$ cat src/core/spimc_pkg.sv
// shared constants, types and states of the serial peripheral controller
package spimc_pkg;
  // ----------------------------------------------------------------------
  // sizes
  // ----------------------------------------------------------------------
  localparam int NCS = 4;
  localparam int DATA_W = 16;
  localparam int FIFO_DEPTH = 8;
  localparam int WORD_W = 19;
  // ----------------------------------------------------------------------
  // field values and reset values
  // ----------------------------------------------------------------------
  localparam logic [4:0] BITS_BASE = 5'h8;
  localparam logic [7:0] DIV_ONE = 8'h1;
  localparam logic [8:0] IDLE_MAX = 9'h1ff;
  localparam logic [3:0] CS_OFF = 4'hf;
  localparam logic [7:0] CNT_RST = 8'h0;
  localparam logic [5:0] EDGE_RST = 6'h0;
  localparam logic [5:0] EDGE_EXTRA = 6'h2;
  // ----------------------------------------------------------------------
  // types
  // ----------------------------------------------------------------------
  typedef struct packed {
    logic clock_polarity;
    logic phase_capture_first;
    logic cs_hold_after_transfer;
    logic [3:0] bits;
    logic [7:0] clock_divider_field;
    logic [7:0] between_transfer_delay;
  } spimc_cs_cfg_s;
  typedef struct packed {
    logic last_transfer_bit;
    logic [1:0] pcs;
    logic [DATA_W-1:0] data;
  } spimc_tx_word_s;
  typedef enum logic [4:0] {
    ST_IDLE = 5'h01,
    ST_CSDLY = 5'h02,
    ST_XFER = 5'h04,
    ST_BCT = 5'h08,
    ST_HOLD = 5'h10
  } spimc_state_e;
endpackage

$ cat src/core/spimc_ctrl.sv
// serial peripheral controller: transmit fifo, master engine, slave receiver
`timescale 1ns/1ps

// ------------------------------------------------------------------------
// transmit fifo
// ------------------------------------------------------------------------
module spimc_fifo #(
  parameter int WIDTH = 19,
  parameter int DEPTH = 8
) (
  // clock and reset
  input wire logic clk,
  input wire logic rst_n,
  input wire logic flush,
  // fill side
  input wire logic in_valid,
  input wire logic [WIDTH-1:0] in_data,
  output logic in_ready,
  // drain side
  output logic out_valid,
  output logic [WIDTH-1:0] out_data,
  input wire logic out_ready
);
  localparam int AW = $clog2(DEPTH);
  localparam logic [AW:0] FULL = (AW+1)'(DEPTH);
  logic [WIDTH-1:0] mem_q [DEPTH];
  logic [AW-1:0] wr_q;
  logic [AW-1:0] rd_q;
  logic [AW:0] cnt_q;
  logic [AW:0] cnt_d;
  logic ready_q;
  logic push;
  logic pop;

  assign push = in_valid && ready_q;
  assign pop = out_valid && out_ready;
  assign out_valid = cnt_q != '0;
  assign out_data = mem_q[rd_q];
  assign in_ready = ready_q;

  always_comb begin
    cnt_d = cnt_q;
    if (push && !pop) begin
      cnt_d = cnt_q + 1'b1;
    end else if (pop && !push) begin
      cnt_d = cnt_q - 1'b1;
    end
  end

  always_ff @(posedge clk) begin
    if (push) begin
      mem_q[wr_q] <= in_data;
    end
  end

  // ready is registered so the fill side never sees a combinational path
  always_ff @(posedge clk or negedge rst_n) begin
    if (!rst_n) begin
      wr_q <= '0;
      rd_q <= '0;
      cnt_q <= '0;
      ready_q <= 1'b0;
    end else if (flush) begin
      wr_q <= '0;
      rd_q <= '0;
      cnt_q <= '0;
      ready_q <= 1'b1;
    end else begin
      if (push) begin
        wr_q <= (wr_q == AW'(DEPTH - 1)) ? '0 : wr_q + 1'b1;
      end
      if (pop) begin
        rd_q <= (rd_q == AW'(DEPTH - 1)) ? '0 : rd_q + 1'b1;
      end
      cnt_q <= cnt_d;
      ready_q <= cnt_d < FULL;
    end
  end
endmodule

// ------------------------------------------------------------------------
// controller top
// ------------------------------------------------------------------------
// Contract
// - odd divider not 1, polarity 1, phase 0: one extra clock pulse.
// - hold, divider 1, same slave after idle: tx-ready flag stays low.
// - last-transfer bit in fixed hold mode raises chip select at empty.
// - master serial clock may toggle before the first transfer.
// - fixed mode dma size follows chip select 0 bit count.
// - divider 1 with odd bit count 9..23 adds one clock pulse.
// - disable is ignored in slave mode; software resets instead.
// - disable during a transfer starts endless dummy transfers.
// - software reset keeps enable bit; re-enable sets no flags.
// - held select idle beyond both delays switches without select delay.
// - polarity 1 phase 0, slow select then divider-1 select: extra pulse.
// - all selects at divider 1 give no extra pulse from mixing.
module spimc_ctrl (
  // clock and reset
  input wire logic ref_clk,
  input wire logic reset_n,
  // commands, one-cycle pulses
  input wire logic cmd_enable,
  input wire logic cmd_disable,
  input wire logic cmd_soft_reset,
  // configuration
  input wire logic master_select_bit,
  input wire logic fixed_select_mode,
  input wire logic [1:0] fixed_select,
  input wire logic [7:0] between_cs_delay,
  input wire spimc_pkg::spimc_cs_cfg_s [spimc_pkg::NCS-1:0] cs_config_reg,
  // transmit stream
  input wire logic tx_valid,
  input wire spimc_pkg::spimc_tx_word_s tx_data_reg,
  output logic tx_ready,
  // receive stream
  output logic rx_valid,
  output logic [spimc_pkg::DATA_W-1:0] rx_data,
  // status
  output logic enable_state_bit,
  output logic tx_ready_flag,
  output logic transmit_empty_flag,
  output logic dma_size_half,
  // serial pins
  output logic serial_clock_out,
  output logic serial_clock_oe,
  output logic mosi_out,
  input wire logic miso_in,
  output logic [spimc_pkg::NCS-1:0] peripheral_cs_lines_n,
  input wire logic slave_clock_in,
  input wire logic slave_select_n_in,
  input wire logic slave_data_in
);
  spimc_pkg::spimc_state_e state_q;
  spimc_pkg::spimc_tx_word_s head;
  spimc_pkg::spimc_cs_cfg_s cfg_n;
  spimc_pkg::spimc_cs_cfg_s cfg_a;
  logic head_valid;
  logic pop;
  logic [1:0] cs_next;
  logic [1:0] cs_q;
  logic cs_on_q;
  logic [7:0] cnt_q;
  logic [5:0] edge_q;
  logic [5:0] edges_q;
  logic [15:0] sh_q;
  logic [15:0] rxs_q;
  logic last_q;
  logic dummy_q;
  logic [8:0] idle_q;
  logic prev_one_q;
  logic sck_q;
  logic mosi_q;
  logic en_q;
  logic flags_ok_q;
  logic suppress_q;
  logic m_done_q;
  logic [4:0] nb_n;
  logic [4:0] nb_a;
  logic all_one;
  logic extra;
  logic direct;
  logic idle_st;
  logic [5:0] data_edges;
  logic leading;
  logic change;
  logic flush;

  assign flush = cmd_soft_reset;
  assign idle_st = state_q == spimc_pkg::ST_IDLE ||
                   state_q == spimc_pkg::ST_HOLD;
  assign cs_next = fixed_select_mode ? fixed_select : head.pcs;
  assign cfg_n = cs_config_reg[cs_next];
  assign cfg_a = cs_config_reg[cs_q];
  assign nb_n = spimc_pkg::BITS_BASE + 5'(cfg_n.bits);
  assign nb_a = spimc_pkg::BITS_BASE + 5'(cfg_a.bits);
  assign data_edges = {nb_a, 1'b0};
  assign leading = !edge_q[0];
  assign pop = head_valid && idle_st && en_q && master_select_bit &&
               !dummy_q;

  spimc_fifo #(
    .WIDTH(spimc_pkg::WORD_W),
    .DEPTH(spimc_pkg::FIFO_DEPTH)
  ) u_fifo (
    .clk(ref_clk),
    .rst_n(reset_n),
    .flush(flush),
    .in_valid(tx_valid),
    .in_data(tx_data_reg),
    .in_ready(tx_ready),
    .out_valid(head_valid),
    .out_data(head),
    .out_ready(pop)
  );

  // ----------------------------------------------------------------------
  // extra clock pulse conditions
  // ----------------------------------------------------------------------
  always_comb begin
    all_one = 1'b1;
    for (int i = 0; i < spimc_pkg::NCS; i++) begin
      if (cs_config_reg[i].clock_divider_field != spimc_pkg::DIV_ONE) begin
        all_one = 1'b0;
      end
    end
  end

  always_comb begin
    extra = 1'b0;
    if (cfg_n.clock_polarity && !cfg_n.phase_capture_first &&
        cfg_n.clock_divider_field[0] &&
        cfg_n.clock_divider_field != spimc_pkg::DIV_ONE) begin
      extra = 1'b1;
    end
    if (cfg_n.clock_divider_field == spimc_pkg::DIV_ONE && nb_n[0]) begin
      extra = 1'b1;
    end
    if (cfg_n.clock_polarity && !cfg_n.phase_capture_first &&
        cfg_n.clock_divider_field == spimc_pkg::DIV_ONE &&
        !prev_one_q && !all_one) begin
      extra = 1'b1;
    end
  end

  // held select left idle long enough skips the select delay
  assign direct = cfg_a.cs_hold_after_transfer &&
                  idle_q > 9'(cfg_a.between_transfer_delay) +
                  9'(between_cs_delay);

  // ----------------------------------------------------------------------
  // master engine
  // ----------------------------------------------------------------------
  always_comb begin
    change = cfg_a.phase_capture_first ? !leading :
             (leading && edge_q != spimc_pkg::EDGE_RST);
  end

  always_ff @(posedge ref_clk or negedge reset_n) begin
    if (!reset_n) begin
      state_q <= spimc_pkg::ST_IDLE;
      cs_q <= '0;
      cs_on_q <= 1'b0;
      cnt_q <= spimc_pkg::CNT_RST;
      edge_q <= spimc_pkg::EDGE_RST;
      edges_q <= spimc_pkg::EDGE_RST;
      sh_q <= '0;
      rxs_q <= '0;
      last_q <= 1'b0;
      idle_q <= '0;
      prev_one_q <= 1'b1;
      sck_q <= 1'b0;
      mosi_q <= 1'b0;
      m_done_q <= 1'b0;
      suppress_q <= 1'b0;
    end else if (cmd_soft_reset) begin
      state_q <= spimc_pkg::ST_IDLE;
      cs_on_q <= 1'b0;
      m_done_q <= 1'b0;
      suppress_q <= 1'b0;
    end else begin
      m_done_q <= 1'b0;
      case (state_q)
        spimc_pkg::ST_IDLE, spimc_pkg::ST_HOLD: begin
          if (idle_q != spimc_pkg::IDLE_MAX) begin
            idle_q <= idle_q + 1'b1;
          end
          // clock rests at the selected polarity, even before a transfer
          sck_q <= cfg_n.clock_polarity;
          if (pop) begin
            sh_q <= head.data;
            mosi_q <= head.data[4'(nb_n - 5'h1)];
            last_q <= head.last_transfer_bit;
            edges_q <= {nb_n, 1'b0} + (extra ? spimc_pkg::EDGE_EXTRA :
                                       spimc_pkg::EDGE_RST);
            edge_q <= spimc_pkg::EDGE_RST;
            cnt_q <= spimc_pkg::CNT_RST;
            suppress_q <= cs_on_q && cs_q == cs_next &&
                          cfg_n.cs_hold_after_transfer &&
                          cfg_n.clock_divider_field == spimc_pkg::DIV_ONE &&
                          idle_q != '0;
            cs_q <= cs_next;
            if (cs_on_q && (cs_q == cs_next || direct)) begin
              state_q <= spimc_pkg::ST_XFER;
            end else begin
              cs_on_q <= 1'b0;
              cnt_q <= between_cs_delay;
              state_q <= spimc_pkg::ST_CSDLY;
            end
          end
        end
        spimc_pkg::ST_CSDLY: begin
          if (cnt_q == spimc_pkg::CNT_RST) begin
            cs_on_q <= 1'b1;
            state_q <= spimc_pkg::ST_XFER;
          end else begin
            cnt_q <= cnt_q - 1'b1;
          end
        end
        spimc_pkg::ST_XFER: begin
          if (cnt_q + 1'b1 >= cfg_a.clock_divider_field) begin
            cnt_q <= spimc_pkg::CNT_RST;
            sck_q <= !sck_q;
            edge_q <= edge_q + 1'b1;
            // edges past the data edges toggle the clock only
            if (edge_q < data_edges) begin
              if (leading == cfg_a.phase_capture_first) begin
                rxs_q <= {rxs_q[14:0], miso_in};
              end
              if (change) begin
                sh_q <= {sh_q[14:0], 1'b0};
                mosi_q <= sh_q[4'(nb_a - 5'h2)];
              end
            end
            if (edge_q + 1'b1 == edges_q) begin
              cnt_q <= cfg_a.between_transfer_delay;
              state_q <= spimc_pkg::ST_BCT;
            end
          end else begin
            cnt_q <= cnt_q + 1'b1;
          end
        end
        spimc_pkg::ST_BCT: begin
          if (cnt_q == spimc_pkg::CNT_RST) begin
            m_done_q <= 1'b1;
            prev_one_q <= cfg_a.clock_divider_field == spimc_pkg::DIV_ONE;
            idle_q <= '0;
            if (dummy_q) begin
              sh_q <= '0;
              mosi_q <= 1'b0;
              edge_q <= spimc_pkg::EDGE_RST;
              state_q <= spimc_pkg::ST_XFER;
            end else if (last_q || !cfg_a.cs_hold_after_transfer) begin
              cs_on_q <= 1'b0;
              state_q <= spimc_pkg::ST_IDLE;
            end else begin
              state_q <= spimc_pkg::ST_HOLD;
            end
          end else begin
            cnt_q <= cnt_q - 1'b1;
          end
        end
        default: begin
          state_q <= spimc_pkg::ST_IDLE;
        end
      endcase
    end
  end

  // ----------------------------------------------------------------------
  // commands and enable state
  // ----------------------------------------------------------------------
  // soft reset leaves the enable bit alone; only a real off-to-on enable
  // arms the flags, so software must disable first
  always_ff @(posedge ref_clk or negedge reset_n) begin
    if (!reset_n) begin
      en_q <= 1'b0;
      flags_ok_q <= 1'b0;
      dummy_q <= 1'b0;
    end else if (cmd_soft_reset) begin
      flags_ok_q <= 1'b0;
      dummy_q <= 1'b0;
    end else if (cmd_disable && master_select_bit) begin
      en_q <= 1'b0;
      flags_ok_q <= 1'b0;
      if (!idle_st) begin
        dummy_q <= 1'b1;
      end
    end else if (cmd_enable && !en_q) begin
      en_q <= 1'b1;
      flags_ok_q <= 1'b1;
    end
  end

  // ----------------------------------------------------------------------
  // slave receiver, mode 0, count from select 0
  // ----------------------------------------------------------------------
  logic sclk_prev_q;
  logic [4:0] s_cnt_q;
  logic [15:0] s_sh_q;
  logic s_done_q;

  always_ff @(posedge ref_clk or negedge reset_n) begin
    if (!reset_n) begin
      sclk_prev_q <= 1'b0;
      s_cnt_q <= '0;
      s_sh_q <= '0;
      s_done_q <= 1'b0;
    end else begin
      sclk_prev_q <= slave_clock_in;
      s_done_q <= 1'b0;
      if (cmd_soft_reset || slave_select_n_in || master_select_bit ||
          !en_q) begin
        s_cnt_q <= '0;
      end else if (slave_clock_in && !sclk_prev_q) begin
        s_sh_q <= {s_sh_q[14:0], slave_data_in};
        if (s_cnt_q + 1'b1 == spimc_pkg::BITS_BASE +
            5'(cs_config_reg[0].bits)) begin
          s_cnt_q <= '0;
          s_done_q <= 1'b1;
        end else begin
          s_cnt_q <= s_cnt_q + 1'b1;
        end
      end
    end
  end

  // ----------------------------------------------------------------------
  // registered outputs
  // ----------------------------------------------------------------------
  always_ff @(posedge ref_clk or negedge reset_n) begin
    if (!reset_n) begin
      rx_valid <= 1'b0;
      rx_data <= '0;
      tx_ready_flag <= 1'b0;
      transmit_empty_flag <= 1'b0;
      dma_size_half <= 1'b0;
      serial_clock_out <= 1'b0;
      serial_clock_oe <= 1'b0;
      mosi_out <= 1'b0;
      peripheral_cs_lines_n <= spimc_pkg::CS_OFF;
      enable_state_bit <= 1'b0;
    end else begin
      rx_valid <= m_done_q || s_done_q;
      if (m_done_q) begin
        rx_data <= rxs_q;
      end else if (s_done_q) begin
        rx_data <= s_sh_q;
      end
      tx_ready_flag <= flags_ok_q && tx_ready && !suppress_q;
      transmit_empty_flag <= flags_ok_q && !head_valid && idle_st &&
                             !dummy_q;
      dma_size_half <= fixed_select_mode ? cs_config_reg[0].bits != 4'h0 :
                       cfg_n.bits != 4'h0;
      serial_clock_out <= sck_q;
      serial_clock_oe <= master_select_bit;
      mosi_out <= mosi_q;
      peripheral_cs_lines_n <= cs_on_q ? ~(4'h1 << cs_q) :
                               spimc_pkg::CS_OFF;
      enable_state_bit <= en_q;
    end
  end
endmodule

$ cat config.mk
export PLATFORM = sky130hd
export DESIGN_NAME = spimc_ctrl
export DESIGN_NICKNAME = d
export VERILOG_FILES = /design/src/core/spimc_pkg.sv /design/src/core/spimc_ctrl.sv
export SDC_FILE = /design/constraint.sdc
export NUM_CORES = 1
export LEC_CHECK = 0
export BUFFER_PORTS_ARGS = -buffer_cell sky130_fd_sc_hd__buf_4
export CORE_UTILIZATION = 53
export DETAILED_ROUTE_END_ITERATION = 8
export HOLD_SLACK_MARGIN = 0.12
export PLACE_DENSITY = 0.76
export SLEW_MARGIN = 20
export SYNTH_ARGS = -nofsm -noshare
export SYNTH_HDL_FRONTEND = slang
export SYNTH_SLANG_ARGS = --single-unit
$ cat constraint.sdc
create_clock -name ref_clk -period 4.1 [get_ports ref_clk]
set_input_delay 0.615 -clock ref_clk [delete_from_list [all_inputs] [get_ports ref_clk]]
set_output_delay 0.615 -clock ref_clk [all_outputs]
set_load 0.01 [all_outputs]
==> run metrics, run 1 <==
Tcrit/Tclk final=93.3%; TritonCTS clock tree=done; remaining antenna violation count=0; chip width=approximately 170 um; Port Buffers=between 150 and 200; Worst Hold Slack=around 0.19 ns; Layout area overhead=18.6%; footprint of the multi-input gates=~6300 sq um; Cell variety after synth=71; total of max-cap violations=0; worst-path fanout max=11; final slew viol count=0; CP Launch Type=register; yosys warns=0; H-tree Lvls=1; vias in the first global route=approximately 10000; Post-DP HPWL=roughly 24000 um; Rel. slew slack=about a third; Top FF cell, synth=edfxtp_1; clock-pin slew on the worst setup and hold paths=approximately 0.07 ns; ANT cells=0; RSZ-0062 raised after global routing=no; wire per inst=approximately 21 um; DR vias/cell=roughly 6.1; die area=about 28000 sq um; drt pass-1 iters=6; worst reg-to-reg setup slack=0.28 ns; largest net degree at the start of global routing=81; commonest cells after routing, fill and taps aside=buf_4 (195), edfxtp_1 (152), dfrtp_1 (131); Required @ worst endpoint=roughly 4.6 ns; post-synthesis sequential area ratio=between 50% and 60%; leading cell type in the layout, fill and taps excluded=buf_4; TritonCTS Buffers=29; pwr/cell area=546 nW/um^2; syn_area_per_cell=12.8 sq um; Tot GR Track Use=between 20% and 30%; antenna violations before repair=0; Vias=between 10000 and 15000; WP data arrival=4.30 ns; site row count=60; CTS root buf=clkbuf_16; sum of negative setup slack=0 ns; Hold Path Class=primary input to register; Die H=between 150 and 200 um; Worst Tran Pin Value=0.974 ns; I/O pin total=between 150 and 200; share of post-route cells with drive strength above 1=28.0%; Max VDD drop=0.000378 V; Post-synth EDFFs=between 150 and 200; final-stage net count=about 1500; crit path kind=register to register; DR iter-0 viols=~950; Initial Utilization=approximately 54%; Lkg Pwr=0.00693 uW; final RePlAce weighted congestion=0.921; number of clock sinks=291; Final Hold Vio Count=0; maximum clock path buffer count=3; grt ovf=0; first-pass GRT wire length=54500 um; Mapped Cells=roughly 1100; WL final=~35000 um; Cell Area, Synth=approximately 15000 sq um; Worst-Skew Late Latency=0.56 ns; Tot Pwr=approximately 9500 uW; status=complete, no violations; Final setup viols=0; Layout Skew=approximately 0.019 ns; Fill cells=between 1500 and 2000; CP Capture Type=register; Fmax=about 0.26 GHz; async set-reset flop share out of synthesis=between 40% and 50%; number of synthesized register bits=roughly 290; post-route core utilization=between 60% and 70%; register area=a little over 8000 sq um; syn nets=between 1000 and 1500; core area=~27000 sq um; Period minus WS final=3.82 ns; DRC viols=0
[routing by layer]
layer / GRT usage, % / vias to the layer above / wire (um)
li1: - / 4683 / -
met1: 32.9 / 5052 / 14300
met2: 42.5 / 385 / 17400
met3: 3.67 / 66 / 2170
met4: 7.23 / 0 / 984
met5: 0 / - / 0
[cell families (layout without fill, tap and decap cells)]
| family | count (synthesis) | after routing | synth area share, % |
|---|---|---|---|
| buffers and inverters | 94 | 289 | 2.60 |
| adders and majority gates | 48 | 48 | 4.14 |
| muxes | 151 | 151 | 16.7 |
| and+or+nand+nor | 306 | 306 | 10.3 |
| DFF | 291 | 291 | 54.8 |
| xor gates and xnor gates | 43 | 43 | 2.57 |
| AOI/OAI and AO/OA | 211 | 211 | 8.86 |
[worst max-delay path, cell delays in order (launching register included)]
cell and delay, ns:
dfrtp_2 0.54, mux4_1 0.60, mux2_2 0.31, mux2i_4 0.38, buf_4 0.24, o211ai_1 0.12
and2_1 0.21, inv_1 0.08, ha_1 0.26, mux4_2 0.54, mux2i_1 0.15, mux2i_1 0.10
o31ai_2 0.20
[sequential cells by signal, indices dropped and copies added (netlist names), 2 cells and up]
| signal | count |
|---|---|
| edge_q | 6 |
| idle_q | 9 |
| peripheral_cs_lines_n | 4 |
| s_sh_q | 16 |
| rxs_q | 16 |
| u_fifo.mem_q | 152 |
| s_cnt_q | 5 |
| edges_q | 5 |
| sh_q | 16 |
| cs_q | 2 |
| state_q | 5 |
| cnt_q | 8 |
| u_fifo.wr_q | 3 |
| u_fifo.cnt_q | 4 |
| rx_data | 16 |
| u_fifo.rd_q | 3 |
[power breakdown]
group	switching, uW	internal (uW)
Sequential	326	3380
Clock	1130	1640
Combinational	1580	1460
[area by class of cell]
type	count	area share, %
Clock inverter	21	1.45
Sequential cell	291	46.2
Timing Repair Buffer	198	8.64
Clock buffer	33	4.31
Inverter	37	0.797
Tap cell	341	2.45
Multi-Input combinational cell	759	36.1
[stage by stage]
step           instance area [sq um]  setup slack (ns)  instances
6_report                       17400             0.277       1680
4_1_cts                        17400             0.188       1677
3_5_place_dp                   16400            0.0310       1622
3_3_place_gp                   16400             0.126       1622
5_1_grt                        17400            0.0366       1680
2_1_floorplan                  14700           0.00465       1144
[final timing paths]
| kind | cells past startpoint | endpoint | from |
|---|---|---|---|
| worst max-delay path | 12 | mosi_q | u_fifo.rd_q[0] |
| worst max register to register | 12 | mosi_q | u_fifo.rd_q[0] |
| worst min-delay path | 1 | sclk_prev_q | slave_clock_in |
| max in group asynchronous | 3 | peripheral_cs_lines_n[0] | reset_n |
| worst min register to register | 0 | mosi_out | mosi_q |
| min in group asynchronous | 2 | rx_data[10] | reset_n |
[synthesized netlist by cell type, types with 10 or more instances]
cell      instances  share of area (%)
nor3_1           22               0.75
edfxtp_1        152                 31
mux2_2           39                3.0
o21ai_0          69                2.4
nand4_1          15               0.64
xnor2_1          30                1.8
nand2b_1         10               0.43
dfrtp_1         133                 23
a21oi_1          72                2.5
clkbuf_1         39                1.0
nand2_1          79                2.0
xor2_1           13               0.78
nor4_1           12               0.51
nor2_1           83                2.1
ha_1             47                4.0
mux2i_1          42                2.9
and3_1           15               0.64
nand3_1          25               0.85
inv_1            36               0.92
mux4_2           64                9.8
[timing repair]
item                                    4_1_cts  5_1_grt
setup buffers                                 0        3
endpoints found under the setup margin        0        5
hold buffers                                  1        0
endpoints found under the hold margin         2        0
gates resized for setup                       0        2
Power figures use the tool's default switching activity.
==> run 2: changes to the inputs <==
Settings changed: CORE_UTILIZATION 53 to 40, PLACE_DENSITY 0.76 to unset.
==> run 2 against run 1 <==
Routed wire length rose by 4.5%; final area rose by 0.96%; via count fell by 1.8%; utilization fell by 15 points; fmax fell by 0.21%; die area rose by 32%; clock skew fell by 0.0018 ns; power barely moved; critical path depth rose by 5; final cell count rose by 7.3%; sequential share of layout area fell by 0.43 points; worst hold slack got worse by 0.076 ns.
==> run metrics, run 2 (synthesis results as in run 1) <==
RSZ-0062 raised after global routing=no; final worst slack=0.269 ns (-0.00804 ns); Rel. slew slack=32.1% (-2.4 points); drt pass-1 iters=5 (-1); TritonCTS clock tree=done; Pint=6470 uW (-0.13%); grt ovf=0 (unchanged); share of post-route cells with drive strength above 1=28.5% (+0.46 points); Final setup viols=0 (unchanged); part of the power in registers=38.9% (about the same); Fmax=0.261 GHz (-0.21%); DP Worst Slack=0.0406 ns (+0.00965 ns); worst reg-to-reg setup slack=0.27 ns (about the same); vias in the first global route=10000 (+0.15%); clock-pin slew on the worst setup and hold paths=0.06 ns (about the same); wire per inst=20.2 um (-2.7%); Tcrit/Tclk final=93.5% (+0.20 points); slowest library cell on the worst path=mux4_2; commonest cells after routing, fill and taps aside=buf_4 (198), edfxtp_1 (152), dfrtp_1 (130); I/O pin total=162 (unchanged); Hold Path Class=primary input to asynchronous set/reset pin; ANT cells=0 (unchanged); Crit path largest cell delay=0.53 ns (-0.07 ns); Worst-Skew Late Latency=0.58 ns (+0.02 ns); site row count=69 (+15%); die area=37500 sq um (+32%); hold buffers post-CTS=0 (-1); number of clock sinks=291 (unchanged); total of max-cap violations=0 (unchanged); Initial Utilization=41.0% (-13 points); status=complete, no violations; DRC viols=0 (unchanged); first-pass GRT wire length=57200 um (+5.0%); leading cell type in the layout, fill and taps excluded=buf_4; crit path kind=register to register; Max VDD drop=0.000327 V (-13%); Largest Register=u_fifo.mem_q; Layout Skew=0.0172 ns (-0.00177 ns); Lkg Pwr=0.00695 uW (+0.24%); worst-path fanout max=8 (-3); DR iter-0 viols=568 (-40%); final slew viol count=0 (unchanged); chip width=194 um (+15%); Layout area overhead=19.8%; CP Capture Type=register; Required @ worst endpoint=4.58 ns (about the same); Tot GR Track Use=19.4% (-5.4 points); H-tree Lvls=1 (unchanged); Critical Path, Cell by Cell=buf_12 > buf_4 > mux4_2 > ha_1 > inv_1 > o21ai_0 > a21oi_2 > o21bai_1 > a21oi_1 > xor2_1 > ha_1 > o21a_1 > o211ai_1 > a211o_1 > buf_4 > nand4_1 > a41oi_1; power share of the clock group=28.9% (-0.2 points); TritonCTS Buffers=31 (+6.9%); pwr/cell area=541 nW/um^2 (-0.93%); WL final=36400 um (+4.5%); Sw Ratio=32.0% (+0.10 points); Sw Pwr=3050 uW (+0.34%); antenna violations before repair=0 (unchanged); reg2reg path depth=17 (+5); maximum clock path buffer count=3 (unchanged); Period minus WS final=3.83 ns (+0.00804 ns); largest net degree at the start of global routing=98 (+21%); WP data arrival=4.32 ns (+0.02 ns); CTS root buf=clkbuf_16; final RePlAce weighted congestion=0.892 (-3.1%); core area=35800 sq um (+33%); Vias=10000 (-1.8%); Worst R2R End=cnt_q[2]; DR vias/cell=5.55 (-8.5%); Worst R2R Start=cs_q[0]; Comb power frac=32.2% (+0.3 points); Die H=194 um (+15%); final-stage net count=1501 (+0.27%); CP Launch Type=register; Final Hold Vio Count=0 (unchanged); max reg flops=152 (unchanged); Post-DP HPWL=25200 um (+4.1%); sum of negative setup slack=0 ns (unchanged); Worst Tran Pin Value=1.02 ns (+0.0444 ns); remaining antenna violation count=0 (unchanged); Port Buffers=161 (unchanged)
## run 2: worst max path at each step
stage               cells after the start        to  slack, ns         startpoint
finish                                 17  cnt_q[2]       0.27            cs_q[0]
floorplan                              17  cnt_q[2]      0.005            cs_q[0]
CTS                                    16  cnt_q[2]       0.14            cs_q[0]
global route                           17  cnt_q[2]      0.007            cs_q[0]
detailed placement                     17  cnt_q[2]       0.04  cs_config_reg[70]
global placement                       17  cnt_q[2]       0.15  cs_config_reg[70]
## run 2: metal layers
layer	GRT usage, %	share of wire [%]	vias to the layer above
li1	-	-	4692
met1	25.6	44	4991
met2	33.4	49	256
met3	2.75	4.3	61
met4	5.54	2.6	0
met5	0	0	-
## run 2: through the flow
step	hold WS [ns]	instance area (sq um)	total power (uW)	util [%]	std cells
detailed placement	0.394	16500	6780	46.2	1745
finish	0.115	17600	9520	49.1	1803
floorplan	0.319	14700	5880	-	1144
CTS	0.140	17500	9560	49.0	1800
global placement	0.391	16500	6720	46.2	1745
global route	0.156	17600	10100	49.1	1803
## run 2: area by class of cell
| cell class | count | area, sq um |
|---|---|---|
| Tap cell | 461 | 577 |
| Fill cell | 3169 | 18200 |
| Inverter | 37 | 139 |
| Sequential cell | 291 | 8050 |
| Timing Repair Buffer | 200 | 1520 |
| Clock buffer | 39 | 826 |
| Multi-Input combinational cell | 759 | 6300 |
| Clock inverter | 16 | 174 |
## run 2: critical path, delay by kind of cell, from the launching register on
kind	cells	cell delay [ns]
xor+xnor	1	0.17
flops	1	0.47
compound gates	8	1.33
simple gates	1	0.10
buf+inv	4	0.60
fa+ha+maj	2	0.55
mux	1	0.53
## run 2: power by group through the flow
stage / logic [uW] / clock network, uW / registers, uW
finish: 3060 / 2750 / 3700
detailed placement: 3020 / 0 / 3760
global route: 3400 / 2930 / 3750
CTS: 3030 / 2830 / 3710
floorplan: 2280 / 0 / 3600
global placement: 2970 / 0 / 3750
## run 2: timing repair
action / 4_1_cts / 5_1_grt
buffers inserted: 0 / 3
resized for setup: 0 / 5
setup endpoints to repair: 0 / 9
